<file path="src/design/t16oc_pkg.sv">
// Constants, register map and carrier types of the 16-bit timer compare block
package t16oc_pkg;
	localparam logic [3:0] ADR_CTRL = 4'h0;
	localparam logic [3:0] ADR_FORCE = 4'h1;
	localparam logic [3:0] ADR_CNT_L = 4'h2;
	localparam logic [3:0] ADR_CNT_H = 4'h3;
	localparam logic [3:0] ADR_CMPA_L = 4'h4;
	localparam logic [3:0] ADR_CMPA_H = 4'h5;
	localparam logic [3:0] ADR_CMPB_L = 4'h6;
	localparam logic [3:0] ADR_CMPB_H = 4'h7;
	localparam logic [3:0] ADR_MASK = 4'h8;
	localparam logic [3:0] ADR_FLAGS = 4'h9;
	localparam int F_WGM = 0;
	localparam int F_COMA = 4;
	localparam int F_COMB = 6;
	localparam int F_OVF = 0;
	localparam int F_CMPA = 1;
	localparam logic [3:0] WGM_NORMAL = 4'h0;
	localparam logic [3:0] WGM_CTC_OCR = 4'h4;
	localparam logic [3:0] WGM_CTC_CAP = 4'hc;
	localparam logic [3:0] WGM_RSVD = 4'hd;
	localparam logic [15:0] CNT_MAX = 16'hffff;
	localparam logic [15:0] TOP_8BIT = 16'h00ff;
	localparam logic [15:0] TOP_9BIT = 16'h01ff;
	localparam logic [15:0] TOP_10BIT = 16'h03ff;
	localparam logic [1:0] COM_TOGGLE = 2'h1;
	localparam logic [1:0] COM_CLEAR = 2'h2;
	localparam logic [1:0] COM_SET = 2'h3;
	localparam logic [15:0] RST_CNT = 16'h0000;
	localparam logic [15:0] RST_CMP = 16'h0000;

	typedef struct packed {
		logic rd;
		logic wr;
		logic [3:0] addr;
		logic [7:0] wdata;
	} t16oc_bus_s;

	typedef struct packed {
		logic [15:0] cnt;
		logic [7:0] temp;
		logic [1:0][15:0] ocr;
		logic [1:0][15:0] obuf;
		logic [3:0] wgm;
		logic [1:0][1:0] com;
		logic [1:0] cflag;
		logic [1:0] cen;
		logic ovf;
		logic ovf_en;
		logic [1:0] wave;
		logic blk;
		logic [7:0] rdata;
		logic [1:0] irq_cmp;
		logic irq_ovf;
		logic [1:0] pin_o;
		logic [1:0] pin_oe;
	} t16oc_state_s;
endpackage : t16oc_pkg

</file>
<file path="src/design/t16oc.sv">
// Output compare units A and B with counter and 8-bit register port
//
// The register offsets and the address-and-strobe port were decided locally.
module t16oc
	import t16oc_pkg::*;
(
	// Clock and reset
	input wire logic clk_sys,
	input wire logic rstn,
	// Register port
	input wire t16oc_bus_s bus_req,
	output logic [7:0] bus_rdata,
	// Prescaled timer tick, one cycle pulse
	input wire logic timer_tick,
	// Interrupt service acknowledges
	input wire logic [1:0] irq_ack_cmp,
	input wire logic irq_ack_ovf,
	// General port value and direction of the wave pins
	input wire logic [1:0] port_val,
	input wire logic [1:0] port_dir,
	// Interrupt requests
	output logic [1:0] irq_cmp,
	output logic irq_ovf,
	// Wave pins
	output logic [1:0] pin_o,
	output logic [1:0] pin_oe
);
	t16oc_state_s st;
	t16oc_state_s nx;
	logic pwm;
	logic fast;
	logic hit_top;
	logic [15:0] top;
	logic [1:0] match;
	logic [1:0][15:0] cmp_view;

	function automatic logic act(input logic [1:0] com, input logic w);
		unique case (com)
			COM_TOGGLE: act = ~w;
			COM_CLEAR: act = 1'b0;
			COM_SET: act = 1'b1;
			default: act = w;
		endcase
	endfunction : act

	// Capture-defined TOP lives outside this block, so those modes run to max
	always_comb
	begin
		unique case (st.wgm)
			4'h1, 4'h5: top = TOP_8BIT;
			4'h2, 4'h6: top = TOP_9BIT;
			4'h3, 4'h7: top = TOP_10BIT;
			4'h4, 4'h9, 4'hb, 4'hf: top = st.ocr[0];
			default: top = CNT_MAX;
		endcase
	end

	assign pwm = !(st.wgm inside {WGM_NORMAL, WGM_CTC_OCR, WGM_CTC_CAP,
		WGM_RSVD});
	assign fast = st.wgm inside {4'h5, 4'h6, 4'h7, 4'he, 4'hf};
	assign hit_top = st.cnt == top;
	assign cmp_view[0] = pwm ? st.obuf[0] : st.ocr[0];
	assign cmp_view[1] = pwm ? st.obuf[1] : st.ocr[1];

	// A counter write blocks the next tick's matches
	assign match[0] = (st.cnt == st.ocr[0]) && !st.blk;
	assign match[1] = (st.cnt == st.ocr[1]) && !st.blk;

	always_comb
	begin
		logic [1:0] clr;
		logic sel;
		clr = irq_ack_cmp;
		nx = st;
		sel = 1'b0;
		if (bus_req.wr && bus_req.addr == ADR_FLAGS)
		begin
			clr = clr | bus_req.wdata[F_CMPA +: 2];
		end
		nx.cflag = st.cflag & ~clr;
		if (irq_ack_ovf || (bus_req.wr && bus_req.addr == ADR_FLAGS &&
			bus_req.wdata[F_OVF]))
		begin
			nx.ovf = 1'b0;
		end
		// Counting depends on mode bits and compare A only, never on output actions
		if (timer_tick)
		begin
			nx.blk = 1'b0;
			// Dual-slope sequences are not modelled: all modes count up
			nx.cnt = hit_top ? RST_CNT : st.cnt + 16'h0001;
			if (pwm ? hit_top : st.cnt == CNT_MAX)
			begin
				nx.ovf = 1'b1;
			end
			for (int u = 0; u < 2; u++)
			begin
				if (match[u])
				begin
					nx.cflag[u] = 1'b1;
					if (!pwm)
					begin
						nx.wave[u] = act(st.com[u], st.wave[u]);
					end
					else if (fast && st.com[u][1])
					begin
						nx.wave[u] = st.com[u][0];
					end
				end
				// Bottom edge wins over the match so compare at TOP stays steady
				if (fast && hit_top && st.com[u][1])
				begin
					nx.wave[u] = ~st.com[u][0];
				end
				if (pwm && hit_top)
				begin
					nx.ocr[u] = st.obuf[u];
				end
			end
		end
		nx.rdata = 8'h00;
		if (bus_req.wr)
		begin
			unique case (bus_req.addr)
				ADR_CTRL:
				begin
					nx.wgm = bus_req.wdata[F_WGM +: 4];
					nx.com[0] = bus_req.wdata[F_COMA +: 2];
					nx.com[1] = bus_req.wdata[F_COMB +: 2];
				end
				ADR_FORCE:
				begin
					for (int u = 0; u < 2; u++)
					begin
						if (!pwm && bus_req.wdata[u])
						begin
							nx.wave[u] = act(st.com[u], st.wave[u]);
						end
					end
				end
				ADR_CNT_L:
				begin
					nx.cnt = {st.temp, bus_req.wdata};
					nx.blk = 1'b1;
				end
				ADR_CNT_H, ADR_CMPA_H, ADR_CMPB_H:
				begin
					nx.temp = bus_req.wdata;
				end
				ADR_CMPA_L, ADR_CMPB_L:
				begin
					sel = bus_req.addr == ADR_CMPB_L;
					if (pwm)
					begin
						nx.obuf[sel] = {st.temp, bus_req.wdata};
					end
					else
					begin
						nx.ocr[sel] = {st.temp, bus_req.wdata};
					end
				end
				ADR_MASK:
				begin
					nx.ovf_en = bus_req.wdata[F_OVF];
					nx.cen = bus_req.wdata[F_CMPA +: 2];
				end
				default:
				begin
				end
			endcase
		end
		if (bus_req.rd)
		begin
			unique case (bus_req.addr)
				ADR_CTRL: nx.rdata = {st.com[1], st.com[0], st.wgm};
				ADR_CNT_L:
				begin
					nx.rdata = st.cnt[7:0];
					nx.temp = st.cnt[15:8];
				end
				ADR_CNT_H: nx.rdata = st.temp;
				ADR_CMPA_L: nx.rdata = cmp_view[0][7:0];
				ADR_CMPA_H: nx.rdata = cmp_view[0][15:8];
				ADR_CMPB_L: nx.rdata = cmp_view[1][7:0];
				ADR_CMPB_H: nx.rdata = cmp_view[1][15:8];
				ADR_MASK: nx.rdata = {5'h00, st.cen, st.ovf_en};
				ADR_FLAGS: nx.rdata = {5'h00, st.cflag, st.ovf};
				default: nx.rdata = 8'h00;
			endcase
		end
		nx.irq_cmp = nx.cflag & nx.cen;
		nx.irq_ovf = nx.ovf & nx.ovf_en;
		for (int u = 0; u < 2; u++)
		begin
			nx.pin_o[u] = (nx.com[u] != 2'h0) ? nx.wave[u] : port_val[u];
		end
		nx.pin_oe = port_dir;
	end

	always_ff @(posedge clk_sys or negedge rstn)
	begin
		if (!rstn)
		begin
			st <= '0;
		end
		else
		begin
			st <= nx;
		end
	end

	assign bus_rdata = st.rdata;
	assign irq_cmp = st.irq_cmp;
	assign irq_ovf = st.irq_ovf;
	assign pin_o = st.pin_o;
	assign pin_oe = st.pin_oe;

	logic cnt_wr;
	logic flag_wr;
	assign cnt_wr = bus_req.wr && bus_req.addr == ADR_CNT_L;
	assign flag_wr = bus_req.wr && bus_req.addr == ADR_FLAGS;

	genvar g;
	for (g = 0; g < 2; g++)
	begin : g_chk

		localparam logic [3:0] LO_ADR = (g == 0) ? ADR_CMPA_L : ADR_CMPB_L;
		localparam logic [3:0] HI_ADR = (g == 0) ? ADR_CMPA_H : ADR_CMPB_H;

	end
endmodule : t16oc

</file>
<file path="config.mk">
export PLATFORM = sky130hd
export DESIGN_NAME = t16oc
export DESIGN_NICKNAME = d
export VERILOG_FILES = /design/src/design/t16oc_pkg.sv /design/src/design/t16oc.sv
export SDC_FILE = /design/constraint.sdc
export NUM_CORES = 1
export LEC_CHECK = 0
export ABC_CLOCK_PERIOD_IN_PS = 3700
export BUFFER_PORTS_ARGS = -buffer_cell sky130_fd_sc_hd__buf_2
export CORE_MARGIN = 3
export CORE_UTILIZATION = 50
export DETAILED_ROUTE_END_ITERATION = 16
export PLACE_DENSITY = 0.72
export SETUP_SLACK_MARGIN = 0.05
export SLEW_MARGIN = 20
export SYNTH_ARGS = -nofsm -noshare
export SYNTH_HDL_FRONTEND = slang
export SYNTH_SLANG_ARGS = --single-unit
</file>
<file path="constraint.sdc">
create_clock -name clk_sys -period 3.7 [get_ports clk_sys]
set_clock_uncertainty 0.05 [all_clocks]
set_input_delay 1.11 -clock clk_sys [delete_from_list [all_inputs] [get_ports clk_sys]]
set_output_delay 1.11 -clock clk_sys [all_outputs]
set_load 0.01 [all_outputs]
</file>
After elaboration in Yosys (flattened, before gate mapping):

Cells that the tools add are included.

* register bits: 120
* output and inout bits: 15
* input bits: 24

* $lt $le $gt $ge: 2
* mux-type cells: 52
* reduce and logical (&&, ||, !) cells: 30
* equality and inequality tests: 32
* bitwise operators: 10
* add/sub/neg operators: 1

Operators with widths (number)
* 16-bit 2-to-1 mux: 8
* 32-bit 2-to-1 mux: 3
* 96-bit 2-to-1 mux: 1
* 8-bit one-hot mux with 9 select lines: 1
* 32-bit bitwise mux: 2
* 64-bit 2-to-1 mux: 1
* 16-bit one-hot mux with 4 select lines: 1
* 16-bit == test: 3
* 8-bit 2-to-1 mux: 5
* 4-bit by 3-bit == test with 1-bit output (second input constant): 8
* 4-bit == test (second input constant): 8
* 1-bit 2-to-1 mux: 20
* 16-bit by 1-bit adder with 16-bit output (second input constant): 1
* 16-bit demux with 1-bit select: 1
* 16-bit == test (second input constant): 1
* 4-bit by 2-bit == test with 1-bit output (second input constant): 4
* 1-bit logical AND: 13
* 2-bit 2-to-1 mux: 5
* 2-bit == test (second input constant): 4
* 4-bit by 1-bit == test with 1-bit output (second input constant): 2
* 4-bit zero test: 2
* 2-bit OR reduction: 4
* 1-bit one-hot mux with 3 select lines: 2
* 1-bit inverter: 5
* 18 further kinds: 22

Logic depth before layout (Yosys ltp):

Gate-level depths: netlist (run 1).

* depth after elaboration: 13
* depth in mapped cells: 10

Least setup slack after synthesis (run 1):

Ideal clock, no wire load.

* path type: input to register
* start: input port bus_req[10] (netlist name)
* end: register (tool-made name)
* required time: 3.525 ns
* slack: 0.498 ns
* stages on the path: 6
* arrival time: 3.027 ns
* path buffers: 2
* path through: clkbuf_1 -> nand2b_1 -> or3b_2 -> nor2_1 -> clkbuf_1 -> mux2_2

RTL lines
* start: declaration: line t16oc.sv:11 `input wire t16oc_bus_s bus_req,`

==> results of run 1 <==
-- stage by stage --
stage | cell area (µm²) | hold slack, ps | utilization | cells | worst slack [ps]
floorplan | 6930 | 416 | - | 719 | 498
global placement | 7200 | 437 | 0.537 | 889 | 523
detailed placement | 7200 | 451 | 0.537 | 889 | 467
CTS | 7780 | 464 | 0.581 | 921 | 361
global route | 7780 | 482 | 0.581 | 921 | 171
finish | 7780 | 476 | 0.581 | 921 | 337
-- power by group through the flow --
stage               clock network, W  registers (W)  logic (W)
finish                       0.00164        0.00223    0.00119
global route                 0.00171        0.00226    0.00132
CTS                          0.00164        0.00220    0.00118
detailed placement                 0        0.00221    0.00117
global placement                   0        0.00220    0.00112
floorplan                          0        0.00189    0.00105
-- final timing paths --
path | start | slack (ps) | end
hold / removal | st[15]$_DFF_PN0_ | 480 | st[15]$_DFF_PN0_
setup / recovery | st[109]$_DFF_PN0_ | 340 | st[68]$_DFF_PN0_
hold reg to reg | st[15]$_DFF_PN0_ | 480 | st[15]$_DFF_PN0_
max in group asynchronous | rstn | 2080 | async pin
setup reg to reg | st[109]$_DFF_PN0_ | 340 | st[68]$_DFF_PN0_
min in group asynchronous | rstn | 700 | pin_oe[0]$_DFF_PN0_
-- area by class of cell --
| cell class | instances | area [µm²] | share of cell area |
|---|---|---|---|
| clock buffers | 21 | 460 | 0.0592 |
| flip-flops and latches | 120 | 3000 | 0.386 |
| multi-input cells | 517 | 3540 | 0.454 |
| clock inverters | 11 | 123 | 0.0158 |
| well taps | 176 | 220 | 0.0283 |
| repair buffers | 59 | 375 | 0.0482 |
| inverters | 17 | 63.8 | 0.00820 |
-- placed cells by master (no fill, tap or decap), types with 9 or more instances in the layout --
master	n
nand4_1	9
mux2_2	48
xnor2_1	30
clkbuf_16	17
xor2_1	12
nor3_1	12
dfrtp_1	120
buf_4	20
nor2b_1	9
mux2i_1	43
a22oi_1	22
nand3_1	14
inv_1	17
buf_2	37
o21ai_0	32
nand2_1	55
and2_1	9
nor2_1	62
a21oi_1	54
-- worst max-delay path, delay by kind of cell (launching register included) --
family / cells / cell delay, ps
AOI/OAI and AO/OA: 4 / 1490
DFF: 1 / 500
muxes: 1 / 280
buffers and inverters: 1 / 270
and+or+nand+nor: 3 / 600
-- logic make-up (layout without fill, tap and decap cells) --
group           Yosys count  count (layout)
compound gates          175             175
xor+xnor                 42              42
fa+ha+maj                 1               1
buf+inv                  82             108
flops                   120             120
mux                      92              92
simple gates            207             207
-- layer usage --
layer | track usage | up-vias | wire length [µm]
met2 | 0.423 | 367 | 9410
met4 | 0.154 | 0 | 909
met1 | 0.370 | 2893 | 8180
met3 | 0.0799 | 67 | 2090
met5 | 0 | - | 0
li1 | - | 2597 | -
==> impl_metrics.py, run 1 <==
metrics = {
    "clocking": {
        "ctsHoldBuffers": 0,
        "clock_latency_ps": 420,
        "cts-buffers-inserted": 17,
        "cts_max_path_buffers": 2,
        "h-tree-depth": 4,
        "cts-resized-gates": 0,
        "path_clk_slew_ps": 60,
        "cts_tree": "yes",
        "clock_sinks": 120,
        "post_cts_buffers": 0,
        "cts_root_buf": "clkbuf_16",
    },
    "grt": {
        "grt_pass1_vias": 5838,
        "grt_usage": 0.282,
        "grt_pass1_wl_um": 32400,
        "grt_start_max_net_pins": 58,
        "grt-ovfl-total": 0,
        "antenna_found_initial": 0,
    },
    "route": {
        "wl_per_cell_um": 22.3,
        "vias": 5924,
        "wirelength_um": 20600,
        "drt_iter0_markers": 896,
        "drtPass1Iterations": 6,
        "drc_errors": 0,
        "routed_via_density": 6.43,
        "final_antenna_net_count": 0,
    },
    "die": {
        "num_rows": 42,
        "design.core.area_um2": 13400,
        "pin_count": 39,
        "die_w_um": 124,
        "die_h_um": 124,
        "die_area_um2": 15300,
        "start_util": 0.517,
    },
    "final_layout": {
        "fill_cells": 1137,
        "drive_gt1_frac": 0.201,
        "antenna_cells": 0,
        "nets": 757,
        "areaGrowthSynthToFinish_pct": 12.3,
    },
    "yosys": {
        "synth_seq_cells": 120,
        "synth_edf_count": 0,
        "syn_avg_cell_area_um2": 9.64,
        "synth_top_family_by_area": "compound AO/OA/AOI/OAI gates",
        "yosysMostFrequentCell": "dfrtp_1",
        "synth_common_cells": "dfrtp_1, nor2_1, nand2_1, a21oi_1, mux2_2",
        "yosys_most_used_dff": "dfrtp_1",
        "yosysTopAreaCell": "dfrtp_1",
        "syn_inst": 719,
        "yosysWarnings": 0,
        "yosysUniqueCellTypes": 65,
        "ys_top_cells_by_area": "dfrtp_1, mux2_2, mux2i_1",
        "synth-seq-area-share": 0.433,
        "synthAdderAreaFrac": 0.00181,
        "yosys.area.top_type_share": 0.433,
        "syn-num-nets": 744,
        "synthMuxAreaShare": 0.142,
        "synth_compound_area_frac": 0.167,
        "synth_area_um2": 6930,
        "synthXorXnorAreaFrac": 0.0531,
        "async_flop_share": 1.00,
        "synthSimpleGateAreaFrac": 0.145,
    },
    "hold_path": {
        "min_path_type": "flop to flop",
        "holdPathStages": 1,
    },
    "power_and_ir_drop": {
        "ir_drop_v": 0.000334,
        "power_switching_w": 0.00180,
        "p_clk_frac": 0.323,
        "switching_share": 0.355,
        "power_frac_comb": 0.236,
        "p_seq_frac": 0.441,
        "powerDensity_nw_per_um2": 651,
        "p_int_w": 0.00327,
        "p_leak_nw": 3.22,
        "p_total_w": 0.00506,
    },
    "placement": {
        "dp_hpwl_um": 14600,
        "io_buffers": 38,
        "gp_congestion": 0.992,
    },
    "timing": {
        "fin_setup_tns_ps": 0,
        "finalHoldViolCount": 0,
        "rsz0062_at_grt": "false",
        "relSlewSlack": 0.367,
        "max_freq_mhz": 297,
        "worst_pin_slew_ps": 946,
        "fin_crit_ps": 3360,
        "slew_viol_final": 0,
        "fin_crit_sh": 0.909,
        "setup-violations-final": 0,
    },
    "job": {
        "drv_cap": 0,
    },
    "worst_setup_path": {
        "cp.arrival_ps": 3590,
        "crit_path_max_fanout": 33,
        "reg2reg_depth": 9,
        "cp_data_required_time_ps": 3930,
        "slowest_stage": "a2111oi_0",
        "crit_type": "flop to flop",
        "crit_chain": "nor2b_1 > a2111oi_0 > nand3_1 > a221oi_2 > o2111ai_1 > nor3_4 > buf_12 > mux2i_1 > a21oi_1",
        "end_kind": "flop",
        "critical_path.startpoint_type": "flop",
        "crit_path_max_incr_delay_ps": 790,
    },
    "outcome": {
        "outcome": "finished clean",
    },
}
Note: power is estimated with default switching activity, not from simulation.
==> inputs of run 2 (changes only) <==
--- a/config.mk
+++ b/config.mk
@@ -5,12 +5,13 @@
 export SDC_FILE = /design/constraint.sdc
 export NUM_CORES = 1
 export LEC_CHECK = 0
-export ABC_CLOCK_PERIOD_IN_PS = 3700
+export ABC_CLOCK_PERIOD_IN_PS = 2900
 export BUFFER_PORTS_ARGS = -buffer_cell sky130_fd_sc_hd__buf_2
 export CORE_MARGIN = 3
 export CORE_UTILIZATION = 50
 export DETAILED_ROUTE_END_ITERATION = 16
-export PLACE_DENSITY = 0.72
+export PLACE_DENSITY = 0.75
+export REMOVE_ABC_BUFFERS = 1
 export SETUP_SLACK_MARGIN = 0.05
 export SLEW_MARGIN = 20
 export SYNTH_ARGS = -nofsm -noshare
==> constraint.sdc (replaced) <==
create_clock -name clk_sys -period 2.9 [get_ports clk_sys]
set_clock_uncertainty 0.05 [all_clocks]
set_input_delay 0.87 -clock clk_sys [delete_from_list [all_inputs] [get_ports clk_sys]]
set_output_delay 0.87 -clock clk_sys [all_outputs]
set_load 0.01 [all_outputs]
==> run 2 against run 1 <==
Net effect:
- the flow now finishes with violations (negative setup slack)
- combinational power increased by 70%
- final cell count up 6.6%
- worst hold slack got worse by 15 ps
- critical path depth is 3 higher
- register-to-register slack lost 350 ps
- clock power grew 37%
- critical path type unchanged
- largest power group unchanged
- highest routed layer unchanged
==> impl_metrics.py, run 2 (synthesis gave the netlist of run 1 again) <==
metrics = {
    "outcome": {
        "outcome": "finished with violations",
        "violations": "negative setup slack",
    },
    "worst_setup_path": {
        "crit_type": "flop to flop",
        "rrSetupSlack_ps": -20,
        "reg2reg_to": "st[89]$_DFF_PN0_",
        "end_kind": "flop",
        "cp_data_required_time_ps": 3130,
        "crit_end": "st[89]$_DFF_PN0_",
        "crit_start": "st[30]$_DFFE_PN0P_",
        "cp.arrival_ps": 3140,
        "crit_path_max_fanout": 9,
        "reg2reg_depth": 12,
        "r2r-start": "st[30]$_DFFE_PN0P_",
        "critical_path.startpoint_type": "flop",
    },
    "final_layout": {
        "nets": 818,
        "seq_area_um2": 3000,
        "areaGrowthSynthToFinish_pct": 22.8,
        "layout_common_cells": "dfrtp_1, buf_4, nor2_1",
        "fill_cells": 1049,
        "multi_input_area_um2": 3690,
        "antenna_cells": 0,
        "layout_commonest_cell": "dfrtp_1",
        "drive_gt1_frac": 0.288,
        "fin_area_um2": 8510,
        "final_cell_count_no_fill": 982,
    },
    "grt": {
        "grt_pass1_vias": 6134,
        "antenna_found_initial": 0,
        "grt_usage": 0.304,
        "grt_pass1_wl_um": 34400,
        "grt-ovfl-total": 0,
        "grt_start_max_net_pins": 121,
    },
    "route": {
        "vias": 6319,
        "final_antenna_net_count": 0,
        "drt_iter0_markers": 846,
        "routed_via_density": 6.43,
        "wirelength_um": 23200,
        "wl_per_cell_um": 23.6,
        "drtPass1Iterations": 6,
        "drc_errors": 0,
    },
    "power_and_ir_drop": {
        "p_leak_nw": 3.61,
        "p_total_w": 0.00698,
        "powerDensity_nw_per_um2": 820,
        "ir_drop_v": 0.000470,
    },
    "timing": {
        "fin_crit_sh": 1.01,
        "fin_setup_tns_ps": -25.7,
        "finalHoldViolCount": 0,
        "rsz0062_at_grt": "true",
        "finalWorstSetupSlack_ps": -15.9,
        "max_freq_mhz": 343,
        "slew_viol_final": 0,
        "relSlewSlack": 0.521,
        "fin_crit_ps": 2920,
        "setup-violations-final": 2,
        "worst_pin_slew_ps": 716,
    },
    "die": {
        "die_area_um2": 15300,
        "pin_count": 39,
        "num_rows": 42,
        "start_util": 0.517,
        "die_w_um": 124,
        "design.core.area_um2": 13400,
        "die_h_um": 124,
    },
    "placement": {
        "place_inst": 934,
        "dp_hpwl_um": 15600,
        "gp_congestion": 1.02,
        "placed_cell_area_um2": 7560,
        "io_buffers": 38,
        "dp_slack_ps": -60.8,
    },
    "clocking": {
        "path_clk_slew_ps": 50,
        "cts_root_buf": "clkbuf_16",
        "h-tree-depth": 4,
        "cts_tree": "yes",
        "clock_latency_ps": 430,
        "cts-buffers-inserted": 17,
        "cts_max_path_buffers": 2,
        "clock_sinks": 120,
    },
    "job": {
        "drv_cap": 0,
    },
    "hold_path": {
        "min_path_type": "input port to async pin",
    },
}
==> run 2: power breakdown <==
group / switching, W / total (W) / internal [W]
Combinational: 0.00102 / 0.00202 / 0.00100
Clock: 0.000772 / 0.00225 / 0.00148
Sequential: 0.000610 / 0.00271 / 0.00210
==> run 2: worst min path at each step <==
stage | start | endpoint | slack (ps)
2_1_floorplan | st[15]$_DFF_PN0_ | st[15]$_DFF_PN0_ | 420
4_1_cts | st[18]$_DFF_PN0_ | st[18]$_DFF_PN0_ | 480
3_5_place_dp | st[18]$_DFF_PN0_ | st[18]$_DFF_PN0_ | 470
5_1_grt | port_dir[1] | pin_oe[1]$_DFF_PN0_ | 500
3_3_place_gp | st[18]$_DFF_PN0_ | st[18]$_DFF_PN0_ | 450
6_report | rstn | st[25]$_DFF_PN0_ | 460
==> run 2: what timing repair did <==
item | CTS | global route
hold buffers | 0 | 0
cloned | 1 | 2
hold endpoints to repair | 0 | 0
resized for setup | 19 | 23
endpoints found under the setup margin | 39 | 51
pin swaps | 6 | 21
buffers inserted | 11 | 3
==> run 2: worst max-delay path, stage by stage (launching register included) <==
cell       delay [ps]
dfrtp_1           420
buf_4             170
o21bai_1          300
a21o_1            200
buf_4             130
o21ai_0           150
a221oi_4          330
o2111ai_4         180
nor3_4            200
buf_6             170
buf_12            150
mux2i_1           200
a21oi_1           100
==> run 2: stage by stage <==
| stage | util | hold WS (ps) |
|---|---|---|
| after floorplan | - | 416 |
| after global placement | 0.564 | 454 |
| after detailed placement | 0.564 | 469 |
| after CTS | 0.627 | 482 |
| after global routing | 0.635 | 496 |
| final | 0.635 | 460 |
==> run 2: cell type report <==
cell class,instances,area share
clock inverters,12,0.0203
well taps,176,0.0259
repair buffers,120,0.107
flip-flops and latches,120,0.353
clock buffers,20,0.0537
multi-input cells,517,0.433
inverters,17,0.00750
==> run 2: layer usage <==
| metal | vias up | GRT usage | share of wire |
|---|---|---|---|
| met1 | 3111 | 0.386 | 0.39 |
| met5 | - | 0 | 0 |
| met2 | 391 | 0.466 | 0.46 |
| met4 | 0 | 0.174 | 0.054 |
| met3 | 95 | 0.0840 | 0.10 |
| li1 | 2722 | - | - |
